[config.mk]
export PLATFORM = sky130hd
export DESIGN_NAME = port_one_low_pin_function_select
export DESIGN_NICKNAME = d
export VERILOG_FILES = /design/src/hdl/pin_mux_pkg.sv /design/src/hdl/port_one_low_pin_function_select.sv
export SDC_FILE = /design/constraint.sdc
export NUM_CORES = 1
export LEC_CHECK = 0
export BUFFER_PORTS_ARGS = -buffer_cell sky130_fd_sc_hd__buf_2
export CAP_MARGIN = 20
export CORE_ASPECT_RATIO = 1.4
export CORE_MARGIN = 5
export CORE_UTILIZATION = 50
export DETAILED_ROUTE_END_ITERATION = 16
export PLACE_DENSITY = 0.85
export SYNTH_ARGS = -nofsm -noshare
export SYNTH_HDL_FRONTEND = slang
export SYNTH_SLANG_ARGS = --single-unit
[constraint.sdc]
create_clock -name clock -period 6.91 [get_ports clock]
set_clock_uncertainty 0.05 [all_clocks]
set_input_delay 0.3455 -clock clock [delete_from_list [all_inputs] [get_ports clock]]
set_output_delay 0.3455 -clock clock [all_outputs]
set_load 0.01 [all_outputs]
[src/hdl/pin_mux_pkg.sv]
// shared constants and carrier types for the low-pin function selector
package pin_mux_pkg;

    localparam int pin_count = 5;
    localparam int code_width = 5;
    localparam logic [4:0] analog_code = 5'h1f;

    // register byte offsets
    localparam logic [11:0] dir_offset = 12'h000;
    localparam logic [11:0] sel_offset = 12'h004;
    localparam logic [11:0] lcd_offset = 12'h008;
    localparam logic [11:0] map0_offset = 12'h00c;
    localparam logic [11:0] state_offset = 12'h020;

    // values after reset
    localparam logic [4:0] dir_reset = 5'h00;
    localparam logic [4:0] sel_reset = 5'h00;
    localparam logic [4:0] lcd_reset = 5'h00;
    localparam logic [4:0] map_reset = 5'h00;

    // status field positions
    localparam int state_lcd_pos = 0;
    localparam int state_analog_pos = 8;
    localparam int state_mapped_pos = 16;
    localparam int state_out_pos = 24;

    localparam logic [1:0] resp_okay = 2'b00;
    localparam logic [1:0] resp_slverr = 2'b10;

    // per-pin peripheral side signals
    typedef struct packed {
        logic [pin_count-1:0] out;
        logic [pin_count-1:0] oe;
    } drive_type;

    // per-pin pad signals
    typedef struct packed {
        logic [pin_count-1:0] out;
        logic [pin_count-1:0] oe;
        logic [pin_count-1:0] in_enable;
    } pad_type;

endpackage : pin_mux_pkg

[src/hdl/port_one_low_pin_function_select.sv]
// function selector and axi4-lite register file for five port pins
//
// Implementation choices: the address map and the AXI4-Lite register port.
module port_one_low_pin_function_select
(
    input wire logic clock,
    input wire logic arst_n,
    input wire logic [11:0] s_axi_awaddr,
    input wire logic s_axi_awvalid,
    output logic s_axi_awready,
    input wire logic [31:0] s_axi_wdata,
    input wire logic [3:0] s_axi_wstrb,
    input wire logic s_axi_wvalid,
    output logic s_axi_wready,
    output logic [1:0] s_axi_bresp,
    output logic s_axi_bvalid,
    input wire logic s_axi_bready,
    input wire logic [11:0] s_axi_araddr,
    input wire logic s_axi_arvalid,
    output logic s_axi_arready,
    output logic [31:0] s_axi_rdata,
    output logic [1:0] s_axi_rresp,
    output logic s_axi_rvalid,
    input wire logic s_axi_rready,
    input wire logic [pin_mux_pkg::pin_count-1:0] gpio_out,
    output logic [pin_mux_pkg::pin_count-1:0] gpio_in,
    input wire pin_mux_pkg::drive_type mapped_drive,
    output logic [pin_mux_pkg::pin_count-1:0] mapped_in,
    input wire logic [pin_mux_pkg::pin_count-1:0] lcd_segment_line,
    output pin_mux_pkg::pad_type pad,
    input wire logic [pin_mux_pkg::pin_count-1:0] pad_in
);
    import pin_mux_pkg::*;

    typedef enum logic [3:0]
    {
        fn_gpio = 4'b0001,
        fn_mapped = 4'b0010,
        fn_analog = 4'b0100,
        fn_lcd = 4'b1000
    } function_type;

    logic [pin_count-1:0] pin_direction_bit_reg;
    logic [pin_count-1:0] pin_function_select_bit_reg;
    logic [pin_count-1:0] lcd_segment_enable_reg;
    logic [code_width-1:0] pin_mapping_code_reg [pin_count];
    logic [11:0] awaddr_reg;
    logic aw_held_reg;
    logic [31:0] wdata_reg;
    logic [3:0] wstrb_reg;
    logic w_held_reg;
    logic aw_held_next;
    logic w_held_next;
    logic bvalid_next;
    logic [31:0] read_word;
    logic read_hit;
    logic write_hit;
    logic [pin_count-1:0] is_lcd;
    logic [pin_count-1:0] is_analog;
    logic [pin_count-1:0] is_mapped;
    logic [pin_count-1:0] is_out;
    pad_type pad_next;
    logic [pin_count-1:0] gpio_in_next;
    logic [pin_count-1:0] mapped_in_next;

    // decode one pin's function from its control bits
    function automatic function_type pick_function(input logic sel, input logic lcd,
        input logic [code_width-1:0] code);
        if (lcd)
            return fn_lcd;
        else if (!sel)
            return fn_gpio;
        else if (code == analog_code)
            return fn_analog;
        else
            return fn_mapped;
    endfunction : pick_function

    // flag whether an aligned address names a register
    function automatic logic map_hit(input logic [11:0] addr, input logic allow_state);
        logic hit;
        hit = 1'b0;
        if (addr[1:0] == 2'b00)
        begin
            if (addr == dir_offset || addr == sel_offset || addr == lcd_offset)
                hit = 1'b1;
            else if (addr >= map0_offset && addr < map0_offset + 12'(4 * pin_count))
                hit = 1'b1;
            else if (allow_state && addr == state_offset)
                hit = 1'b1;
        end
        return hit;
    endfunction : map_hit

    genvar g;
    generate
        for (g = 0; g < pin_count; g = g + 1)
        begin : g_pin
            function_type fn;
            assign fn = pick_function(pin_function_select_bit_reg[g],
                lcd_segment_enable_reg[g], pin_mapping_code_reg[g]);
            assign is_lcd[g] = (fn == fn_lcd);
            assign is_analog[g] = (fn == fn_analog);
            assign is_mapped[g] = (fn == fn_mapped);
            always_comb
            begin
                pad_next.out[g] = 1'b0;
                pad_next.oe[g] = 1'b0;
                pad_next.in_enable[g] = 1'b1;
                gpio_in_next[g] = 1'b0;
                mapped_in_next[g] = 1'b0;
                case (fn)
                    fn_gpio:
                    begin
                        pad_next.out[g] = gpio_out[g];
                        pad_next.oe[g] = pin_direction_bit_reg[g];
                        gpio_in_next[g] = pad_in[g];
                    end
                    fn_mapped:
                    begin
                        pad_next.out[g] = mapped_drive.out[g];
                        pad_next.oe[g] = mapped_drive.oe[g];
                        mapped_in_next[g] = pad_in[g];
                    end
                    fn_analog:
                    begin
                        pad_next.oe[g] = 1'b0;
                        pad_next.in_enable[g] = 1'b0;
                    end
                    fn_lcd:
                    begin
                        pad_next.out[g] = lcd_segment_line[g];
                        pad_next.oe[g] = 1'b1;
                        pad_next.in_enable[g] = 1'b0;
                    end
                    default:
                    begin
                        pad_next.oe[g] = 1'b0;
                        pad_next.in_enable[g] = 1'b0;
                    end
                endcase
            end
            assign is_out[g] = pad_next.oe[g];
        end
    endgenerate

    // registered pad and peripheral side outputs
    always_ff @(posedge clock or negedge arst_n)
    begin
        if (!arst_n)
        begin
            pad <= '0;
            gpio_in <= '0;
            mapped_in <= '0;
        end
        else
        begin
            pad <= pad_next;
            gpio_in <= gpio_in_next;
            mapped_in <= mapped_in_next;
        end
    end

    // write channels held until both have arrived
    always_ff @(posedge clock or negedge arst_n)
    begin
        if (!arst_n)
        begin
            aw_held_reg <= 1'b0;
            w_held_reg <= 1'b0;
            awaddr_reg <= '0;
            wdata_reg <= '0;
            wstrb_reg <= '0;
        end
        else if (aw_held_reg && w_held_reg)
        begin
            aw_held_reg <= 1'b0;
            w_held_reg <= 1'b0;
        end
        else
        begin
            if (s_axi_awvalid && s_axi_awready)
            begin
                aw_held_reg <= 1'b1;
                awaddr_reg <= s_axi_awaddr;
            end
            if (s_axi_wvalid && s_axi_wready)
            begin
                w_held_reg <= 1'b1;
                wdata_reg <= s_axi_wdata;
                wstrb_reg <= s_axi_wstrb;
            end
        end
    end

    // next values of the holds and the response, for the registered readies
    always_comb
    begin
        aw_held_next = aw_held_reg;
        w_held_next = w_held_reg;
        bvalid_next = s_axi_bvalid;
        if (aw_held_reg && w_held_reg)
        begin
            aw_held_next = 1'b0;
            w_held_next = 1'b0;
            bvalid_next = 1'b1;
        end
        else
        begin
            if (s_axi_awvalid && s_axi_awready)
                aw_held_next = 1'b1;
            if (s_axi_wvalid && s_axi_wready)
                w_held_next = 1'b1;
            if (s_axi_bready)
                bvalid_next = 1'b0;
        end
    end

    // readies low while a channel is held or the response waits
    always_ff @(posedge clock or negedge arst_n)
    begin
        if (!arst_n)
        begin
            s_axi_awready <= 1'b1;
            s_axi_wready <= 1'b1;
        end
        else
        begin
            s_axi_awready <= !aw_held_next && !bvalid_next;
            s_axi_wready <= !w_held_next && !bvalid_next;
        end
    end

    assign write_hit = map_hit(awaddr_reg, 1'b0);

    // write response
    always_ff @(posedge clock or negedge arst_n)
    begin
        if (!arst_n)
        begin
            s_axi_bvalid <= 1'b0;
            s_axi_bresp <= resp_okay;
        end
        else if (aw_held_reg && w_held_reg)
        begin
            s_axi_bvalid <= 1'b1;
            s_axi_bresp <= write_hit ? resp_okay : resp_slverr;
        end
        else if (s_axi_bready)
            s_axi_bvalid <= 1'b0;
    end

    // control registers, low byte lane only
    always_ff @(posedge clock or negedge arst_n)
    begin
        if (!arst_n)
        begin
            pin_direction_bit_reg <= dir_reset;
            pin_function_select_bit_reg <= sel_reset;
            lcd_segment_enable_reg <= lcd_reset;
            for (int i = 0; i < pin_count; i++)
                pin_mapping_code_reg[i] <= map_reset;
        end
        else if (aw_held_reg && w_held_reg && wstrb_reg[0])
        begin
            if (awaddr_reg == dir_offset)
                pin_direction_bit_reg <= wdata_reg[pin_count-1:0];
            if (awaddr_reg == sel_offset)
                pin_function_select_bit_reg <= wdata_reg[pin_count-1:0];
            if (awaddr_reg == lcd_offset)
                lcd_segment_enable_reg <= wdata_reg[pin_count-1:0];
            for (int i = 0; i < pin_count; i++)
                if (awaddr_reg == map0_offset + 12'(4 * i))
                    pin_mapping_code_reg[i] <= wdata_reg[code_width-1:0];
        end
    end

    always_comb
    begin
        read_word = '0;
        read_hit = map_hit(s_axi_araddr, 1'b1);
        if (s_axi_araddr == dir_offset)
            read_word[pin_count-1:0] = pin_direction_bit_reg;
        if (s_axi_araddr == sel_offset)
            read_word[pin_count-1:0] = pin_function_select_bit_reg;
        if (s_axi_araddr == lcd_offset)
            read_word[pin_count-1:0] = lcd_segment_enable_reg;
        for (int i = 0; i < pin_count; i++)
            if (s_axi_araddr == map0_offset + 12'(4 * i))
                read_word[code_width-1:0] = pin_mapping_code_reg[i];
        if (s_axi_araddr == state_offset)
        begin
            read_word[state_lcd_pos +: pin_count] = is_lcd;
            read_word[state_analog_pos +: pin_count] = is_analog;
            read_word[state_mapped_pos +: pin_count] = is_mapped;
            read_word[state_out_pos +: pin_count] = is_out;
        end
    end

    // read channel, two cycles from arvalid to the answer
    always_ff @(posedge clock or negedge arst_n)
    begin
        if (!arst_n)
        begin
            s_axi_arready <= 1'b0;
            s_axi_rvalid <= 1'b0;
            s_axi_rdata <= '0;
            s_axi_rresp <= resp_okay;
        end
        else if (s_axi_rvalid)
        begin
            s_axi_arready <= 1'b0;
            if (s_axi_rready)
                s_axi_rvalid <= 1'b0;
        end
        else if (s_axi_arvalid && !s_axi_arready)
            s_axi_arready <= 1'b1;
        else if (s_axi_arvalid && s_axi_arready)
        begin
            s_axi_arready <= 1'b0;
            s_axi_rvalid <= 1'b1;
            s_axi_rdata <= read_word;
            s_axi_rresp <= read_hit ? resp_okay : resp_slverr;
        end
    end

endmodule : port_one_low_pin_function_select

== After elaboration in Yosys (flattened, before gate mapping) ==
Cells that the tools add are included.
Widths: inputs -> output; s select.

* Bits in registers: 114
* Latch bits: 0
* Bits in writable memories: 0
* ROM bits: 0
* Input port bits: 92
* Output and inout bits: 66
* Logic and storage cells: 186
* Memories kept: 0

* Add/subtract/negate cells: 0
* Multiply operators: 0
* Div/mod/pow operators: 0
* Order comparisons: 4
* Equality and inequality tests: 40
* Shifts and indexed selects: 0
* Multiplexer cells: 74
* Bitwise operators: 3
* Reduce and logical (&&, ||, !) cells: 39

{| class="wikitable"
|+ Operator list
! cell !! count
|-
| $eq 12x5->1 const B || 8
|-
| $mux 5 || 12
|-
| $eq 12x4->1 const B || 4
|-
| $mux 1 || 35
|-
| $pmux 1 s3 || 10
|-
| $mux 3 || 9
|-
| $eq 5x5->1 const B || 5
|-
| $eq 12x3->1 const B || 2
|-
| $ge 12x4->1 const B || 2
|-
| $logic_not 12->1 || 2
|-
| $lt 12x6->1 const B || 2
|-
| $mux 4 || 6
|-
| $eq 4x1->1 const B || 5
|-
| $eq 4x2->1 const B || 5
|-
| $eq 4x3->1 const B || 5
|-
| $eq 4x4->1 const B || 5
|-
| $reduce_and 2->1 || 10
|-
| $eq 12x6->1 const B || 1
|-
| $logic_and 1x1->1 || 10
|-
| $reduce_or 2->1 || 5
|-
| $logic_not 1->1 || 4
|-
| $logic_not 2->1 || 2
|-
| $logic_or 1x1->1 || 4
|-
| $mux 2 || 2
|-
| other kinds (3) || 5
|}

== Longest topological paths before layout ==
Gate-level depths: netlist of the first run.

* Word-level depth: 10
* Depth in mapped cells: 7
* Mapped depth without buffers: 5

== Least setup slack after synthesis of the first run ==
No wires, ideal clock.

* Path kind: register to register
* Start point: register awaddr_reg[8]
* End point: register lcd_segment_enable_reg[0]
* Setup time: 0.125 ns
* Data arrival time: 2.014 ns
* Data required time: 6.735 ns
* Slack: 4.721 ns
* Cell stages (with the launch flop): 6
* Clock period less this slack: 2.189 ns
* Cells stage by stage: dfrtp_1 or4_4 nor4_4 or4b_1 buf_6 mux2_4

* Cells in the longest elaborated chain, start to end: 2

{| class="wikitable"
|+ Ends and longest elaborated chain
! element !! RTL line !! source
|-
| start, declared || port_one_low_pin_function_select.sv:47 || <nowiki>logic [11:0] awaddr_reg;</nowiki>
|-
| start signal, assigned || port_one_low_pin_function_select.sv:185 || <nowiki>awaddr_reg <= s_axi_awaddr;</nowiki>
|-
| $eq 12x4->1 || port_one_low_pin_function_select.sv:270 || <nowiki>if (awaddr_reg == lcd_offset)</nowiki>
|-
| $reduce_and 2->1 (no line) || n/a ||
|-
| end signal, assigned || port_one_low_pin_function_select.sv:260 || <nowiki>lcd_segment_enable_reg <= lcd_reset;</nowiki>
|-
| end signal, assigned || port_one_low_pin_function_select.sv:271 || <nowiki>lcd_segment_enable_reg <= wdata_reg[pin_count-1:0];</nowiki>
|-
| end, declared || port_one_low_pin_function_select.sv:45 || <nowiki>logic [pin_count-1:0] lcd_segment_enable_reg;</nowiki>
|}

No other way between the ends.
A chain may end at the register's enable or synchronous reset.

== Worst setup path after layout of the first run ==
* Start point: register awaddr_reg[8]
* End point: register pin_direction_bit_reg[4]

* Cells in the longest elaborated chain, start to end: 2

{| class="wikitable"
|+ Ends and longest elaborated chain
! element !! RTL line !! source
|-
| $logic_not 12->1 || port_one_low_pin_function_select.sv:266 || <nowiki>if (awaddr_reg == dir_offset)</nowiki>
|-
| $reduce_and 2->1 (no line) || n/a ||
|-
| end signal, assigned || port_one_low_pin_function_select.sv:258 || <nowiki>pin_direction_bit_reg <= dir_reset;</nowiki>
|-
| end signal, assigned || port_one_low_pin_function_select.sv:267 || <nowiki>pin_direction_bit_reg <= wdata_reg[pin_count-1:0];</nowiki>
|-
| end, declared || port_one_low_pin_function_select.sv:43 || <nowiki>logic [pin_count-1:0] pin_direction_bit_reg;</nowiki>
|}

No other way between the ends.

==> flow_metrics.tcl, run 1 <==
set metrics [dict create \
    htree_levels 3 \
    grt_setup_unrepaired "false" \
    drive_gt1_share_pct 39.5 \
    power.share.switching_pct 28.3 \
    worstPathMaxFanout 6 \
    initial_core_util_pct 50.7 \
    clock.fmax_mhz 402 \
    netlist_instances 400 \
    cap_viol_max_count 0 \
    dr.pass1.iters 4 \
    place_congestion 0.872 \
    post-place-ws_ns 4.43 \
    yosysMostFrequentCell "dfrtp_1" \
    worst_pin_slew_ns 0.911 \
    multi_input_area_um2 1990 \
    die_w_um 94.2 \
    synthTopCellsByArea "dfrtp_1, mux2_2, mux2_4" \
    grt_pass1_wl_um 18200 \
    p_per_area_nw_per_um2 264 \
    cellLeakagePower_nw 2.82 \
    postCtsSetupRepairBufs 0 \
    drt-wirelength-per-cell_um 17.1 \
    finalSetupViolCount 0 \
    grt_remaining_overflow 0 \
    drc 0 \
    cts_tree "built" \
    synth_ff_type "dfrtp_1" \
    endpoint_kind "flop" \
    root_buffer "clkbuf_16" \
    grt_usage_pct 19.3 \
    yosys-top-cells-count "dfrtp_1, mux2_2, nand2_1" \
    clk_path_buf_depth 2 \
    irDropWorstVdd_mv 0.195 \
    hold_path.class "in2async" \
    syn_to_final_growth_pct 18.0 \
    synthesis.area_um2 4960 \
    die_height_um 128 \
    crit_type "reg2reg" \
    avgSynthCellArea_um2 12.4 \
    slew_headroom_pct 39.1 \
    clk_pin_slew_ns 0.07 \
    p_switching_uw 437 \
    rows 43 \
    p_clk_share_pct 30.7 \
    insertion_delay_ns 0.34 \
    final.setup.worst_slack_ns 4.42 \
    cts_resized 0 \
    fin_crit_sh_pct 36.0 \
    io_pins 158 \
    dpl.hpwl_um 8280 \
    seq_power_share_pct 54.0 \
    slew_violations 0 \
    grt_pass1_vias 3567 \
    synth_top_area_share_pct 55.4 \
    synth_edf_count 0 \
    drt_iter0_drc 239 \
    internal_power_mw 1.11 \
    drtAntennaViolNets 0 \
    hold_buffers 0 \
    io_buffers 113 \
    fill_cells 790 \
    antenna_found_initial 0 \
    yosysSeqAreaShare_pct 56.5 \
    cts_buffers 9 \
    status "complete, but fails checks" \
    synth_top_cell_by_area "dfrtp_1" \
    fin_nets 601 \
    clock_sinks 112 \
    core_area_um2 9790 \
    totalWireLength_um 11100 \
    num_vias 3563 \
    crit_arrival_ns 2.67 \
    crit_required_ns 7.09 \
    fin_crit_ns 2.49 \
    setup_tns_ns 0 \
    yosys.cell_types.count 50 \
    n_antenna_cell 0 \
    pwr-share-comb_pct 15.3 \
    whs_ns -0.000576 \
    worst_setup_path_start_kind "flop" \
    finalHoldViolations 1 \
    die_area_um2 12100 \
    yosysWarnings 0 \
    ys_ff_latch 112 \
    largest_reg_flops 25 \
    seq_area_um2 2810 \
    synthArstFlopShare_pct 100 \
    violations "hold timing" \
    utilization_pct 59.8 \
    vias_per_cell 5.49 \
    grt_max_degree 58 \
]
[layout make-up]
type | count | area share [%]
well taps | 135 | 2.88
multi-input cells | 262 | 34.0
inverters | 9 | 0.577
flip-flops and latches | 112 | 47.9
repair buffers | 115 | 9.96
clock inverters | 6 | 0.790
clock buffers | 10 | 3.91
[cell families (layout without fill, tap and decap cells)]
logic type,Yosys count,after routing,share of synthesized area [%]
DFF,112,112,56.5
and+or+nand+nor,103,103,10.6
AOI/OAI and AO/OA,73,73,10.6
muxes,71,71,17.6
buffers and inverters,39,140,4.38
other,1,14,0.0755
xor gates and xnor gates,1,1,0.176
[worst max-delay path, cell delays in order (launching register included)]
cell	delay, ns
dfrtp_1	0.38
or4_4	0.55
nor4_4	0.30
or4b_1	0.72
mux2_4	0.37
[routing by layer]
layer / part of all wire (%) / track usage (%) / vias up
li1: - / - / 1657
met1: 40 / 24.9 / 1773
met2: 51 / 32.6 / 120
met3: 6.5 / 3.76 / 13
met4: 1.8 / 6.29 / 0
met5: 0 / 0 / -
[final timing paths]
| check | from | to | slack, ns | cells past startpoint |
|---|---|---|---|---|
| max in group asynchronous | arst_n | pad[14] | 5.64 | 2 |
| setup / recovery | awaddr_reg[8] | pin_direction_bit_reg[4] | 4.42 | 4 |
| setup reg to reg | awaddr_reg[8] | pin_direction_bit_reg[4] | 4.42 | 4 |
| hold reg to reg | s_axi_rvalid | s_axi_arready | 0.39 | 1 |
| min in group clock | s_axi_awvalid | s_axi_awready | 0.11 | 2 |
| hold / removal | arst_n | awaddr_reg[9] | -0.0006 | 1 |
[power by group through the flow]
stage / clock network [mW] / registers [mW] / logic [mW]
after floorplan: 0 / 0.830 / 0.159
final: 0.474 / 0.836 / 0.237
after CTS: 0.487 / 0.837 / 0.240
after global routing: 0.513 / 0.854 / 0.264
after global placement: 0 / 0.841 / 0.230
after detailed placement: 0 / 0.849 / 0.239
[cells in the final DEF, fill, tap and decap left out, drive strengths merged, types with 3 or more instances in the layout]
cell | synthesis | routed
conb | 1 | 14
o31ai | 9 | 9
clkbuf | 13 | 10
nand2 | 32 | 32
a22oi | 9 | 9
mux2i | 6 | 6
buf | 17 | 115
a41oi | 6 | 6
a221o | 6 | 6
mux4 | 4 | 4
o41ai | 4 | 4
dfrtp | 110 | 110
nand2b | 6 | 6
inv | 9 | 9
nor3 | 6 | 6
nor2b | 3 | 3
mux2 | 61 | 61
nor2 | 26 | 26
a22o | 5 | 5
a21oi | 6 | 6
clkinv | 0 | 4
nand3 | 11 | 11
o21ai | 15 | 15
and3 | 4 | 4
a31oi | 5 | 5
[through the flow]
stage                     area, um2  hold WS (ns)  instances  total power [mW]
after CTS                      5860        0.0221        649              1.56
after global placement         5580         0.377        633              1.07
after global routing           5860        0.0554        649              1.63
after detailed placement       5580         0.387        633              1.09
final                          5860     -0.000576        649              1.55
after floorplan                5010    -0.0000911        413             0.989
No activity file was read; power rests on OpenSTA's default activity.
==> run 2, diff against run 1 <==
--- a/config.mk
+++ b/config.mk
@@ -9,9 +9,9 @@
 export CAP_MARGIN = 20
 export CORE_ASPECT_RATIO = 1.4
 export CORE_MARGIN = 5
-export CORE_UTILIZATION = 50
+export CORE_UTILIZATION = 46
 export DETAILED_ROUTE_END_ITERATION = 16
-export PLACE_DENSITY = 0.85
+export PLACE_DENSITY = 0.82
 export SYNTH_ARGS = -nofsm -noshare
 export SYNTH_HDL_FRONTEND = slang
 export SYNTH_SLANG_ARGS = --single-unit
==> constraint.sdc (replaced) <==
create_clock -name clock -period 2.24 [get_ports clock]
set_clock_uncertainty 0.05 [all_clocks]
set_input_delay 0.112 -clock clock [delete_from_list [all_inputs] [get_ports clock]]
set_output_delay 0.112 -clock clock [all_outputs]
set_load 0.01 [all_outputs]
==> run 2 against run 1 <==
Compared with the run above:
- clock power rose to 3.3 times the previous value
- wire length up 15%
- die area up 7.9%
- critical path type unchanged
- via count up 8.1%
- sequential power rose to 3.1 times the previous value
- the run ends with setup timing left
- flip-flop and latch count unchanged
- utilization up 0.58 points
- total power rose to 3.2 times the previous value
==> flow_metrics.tcl, run 2 (synthesis gave the netlist of run 1 again) <==
set metrics [dict create \
    final_common_cell "buf_2" \
    grt_usage_pct 19.5 \
    dr.pass1.iters 4 \
    worst_pin_slew_ns 0.627 \
    finalSetupViolCount 10 \
    seq_area_um2 2810 \
    startpoint "awaddr_reg[8]" \
    clock.fmax_mhz 442 \
    setup_tns_ns -0.114 \
    n_antenna_cell 0 \
    clock_sinks 112 \
    hold_path.class "in2reg" \
    htree_levels 3 \
    cts_tree "built" \
    clk_path_buf_depth 2 \
    insertion_delay_ns 0.35 \
    drc 0 \
    worstHoldStart "mapped_drive[6]" \
    largest_reg_flops 25 \
    worst_setup_path_start_kind "flop" \
    endpoint_kind "flop" \
    cap_viol_max_count 0 \
    slew_violations 0 \
    antenna_found_initial 0 \
    grt_max_degree 48 \
    dpl.hpwl_um 9030 \
    irDropWorstVdd_mv 0.619 \
    crit_arrival_ns 2.44 \
    cellLeakagePower_nw 3.10 \
    crit_type "reg2reg" \
    final.setup.worst_slack_ns -0.0213 \
    die_area_um2 13000 \
    vias_per_cell 5.46 \
    io_buffers 113 \
    fin_crit_sh_pct 101 \
    crit_required_ns 2.42 \
    status "complete, but fails checks" \
    drt_iter0_drc 249 \
    fin_crit_ns 2.26 \
    finalNonFillerCells 705 \
    io_pins 158 \
    num_vias 3851 \
    finalHoldViolations 0 \
    most-common-layout-cells "buf_2, dfrtp_1, dlygate4sd3_1, nand2_1, mux2_4" \
    utilization_pct 60.4 \
    clk_pin_slew_ns 0.07 \
    die_height_um 133 \
    drive_gt1_share_pct 39.9 \
    core_area_um2 10700 \
    drt-wirelength-per-cell_um 18.0 \
    fill_cells 849 \
    fin_nets 652 \
    root_buffer "clkbuf_16" \
    initial_core_util_pct 46.4 \
    grt_pass1_vias 4071 \
    syn_to_final_growth_pct 30.1 \
    totalWireLength_um 12700 \
    multi_input_area_um2 2090 \
    violations "setup timing" \
    rows 45 \
    slew_headroom_pct 57.9 \
    drtAntennaViolNets 0 \
    dp_cells 656 \
    cts_buffers 9 \
    grt_remaining_overflow 0 \
    r2r-start "awaddr_reg[8]" \
    die_w_um 97.8 \
    place_congestion 0.852 \
    worstPathMaxFanout 5 \
    p_per_area_nw_per_um2 775 \
    grt_pass1_wl_um 20300 \
    grt_setup_unrepaired "true" \
]
-- run 2: cell count changes in the layout (fill, tap and decap cells not counted), moves of 3 or more --
cell,before,now
buf_6,0,3
dlygate4sd3_1,0,33
clkinv_4,3,0
buf_4,3,17
mux2_2,51,30
mux2_4,10,31
-- run 2: power breakdown --
part	switching, mW	internal, mW
clock	0.674	0.886
combinational	0.379	0.450
sequential	0.327	2.29
-- run 2: worst max-delay path: stages, from the launching register on --
cell      delay (ns)
dfrtp_1         0.37
or4_4           0.54
nor4_4          0.22
buf_4           0.19
nand3b_1        0.12
nor2_1          0.13
buf_4           0.16
mux2_2          0.34
-- run 2: cell type report --
class | instances | area share, %
repair buffers | 166 | 16.6
flip-flops and latches | 112 | 43.4
clock inverters | 4 | 0.697
inverters | 9 | 0.523
clock buffers | 11 | 3.76
multi-input cells | 262 | 32.3
well taps | 141 | 2.73
-- run 2: final timing paths --
check,to,slack (ns),cells after the start
worst max-delay path,pin_mapping_code_reg[6],-0.02,7
worst min-delay path,pad[11],0.01,3
worst max register to register,pin_mapping_code_reg[6],-0.02,7
worst min register to register,s_axi_arready,0.39,1
max in group asynchronous,pad[9],1.14,3
min in group asynchronous,awaddr_reg[8],0.22,2
-- run 2: repair_timing --
| item | CTS | global route |
|---|---|---|
| buffers inserted | 0 | 1 |
| hold endpoints to repair | 68 | 0 |
| hold buffers | 33 | 0 |
| pin swaps | 1 | 3 |
| setup endpoints to repair | 16 | 40 |
| resized for setup | 5 | 24 |
-- run 2: routing by layer --
layer / up-vias / global-route usage [%] / part of all wire (%)
li1: 1755 / - / -
met1: 1925 / 21.6 / 37
met2: 147 / 35.4 / 55
met3: 24 / 5.01 / 6.4
met4: 0 / 8.01 / 1.9
met5: - / 0 / 0
-- run 2: metrics by stage --
step                hold slack (ns)  cell area (um2)  total power, mW  setup slack (ns)
finish                       0.0134             6460             5.01           -0.0213
global route                0.00935             6460             5.24            -0.114
CTS                         0.00138             6370             5.02           -0.0191
detailed placement           0.0445             5730             3.41           -0.0708
global placement             0.0397             5730             3.36           -0.0328
floorplan                    -0.234             5010             3.05            0.0512
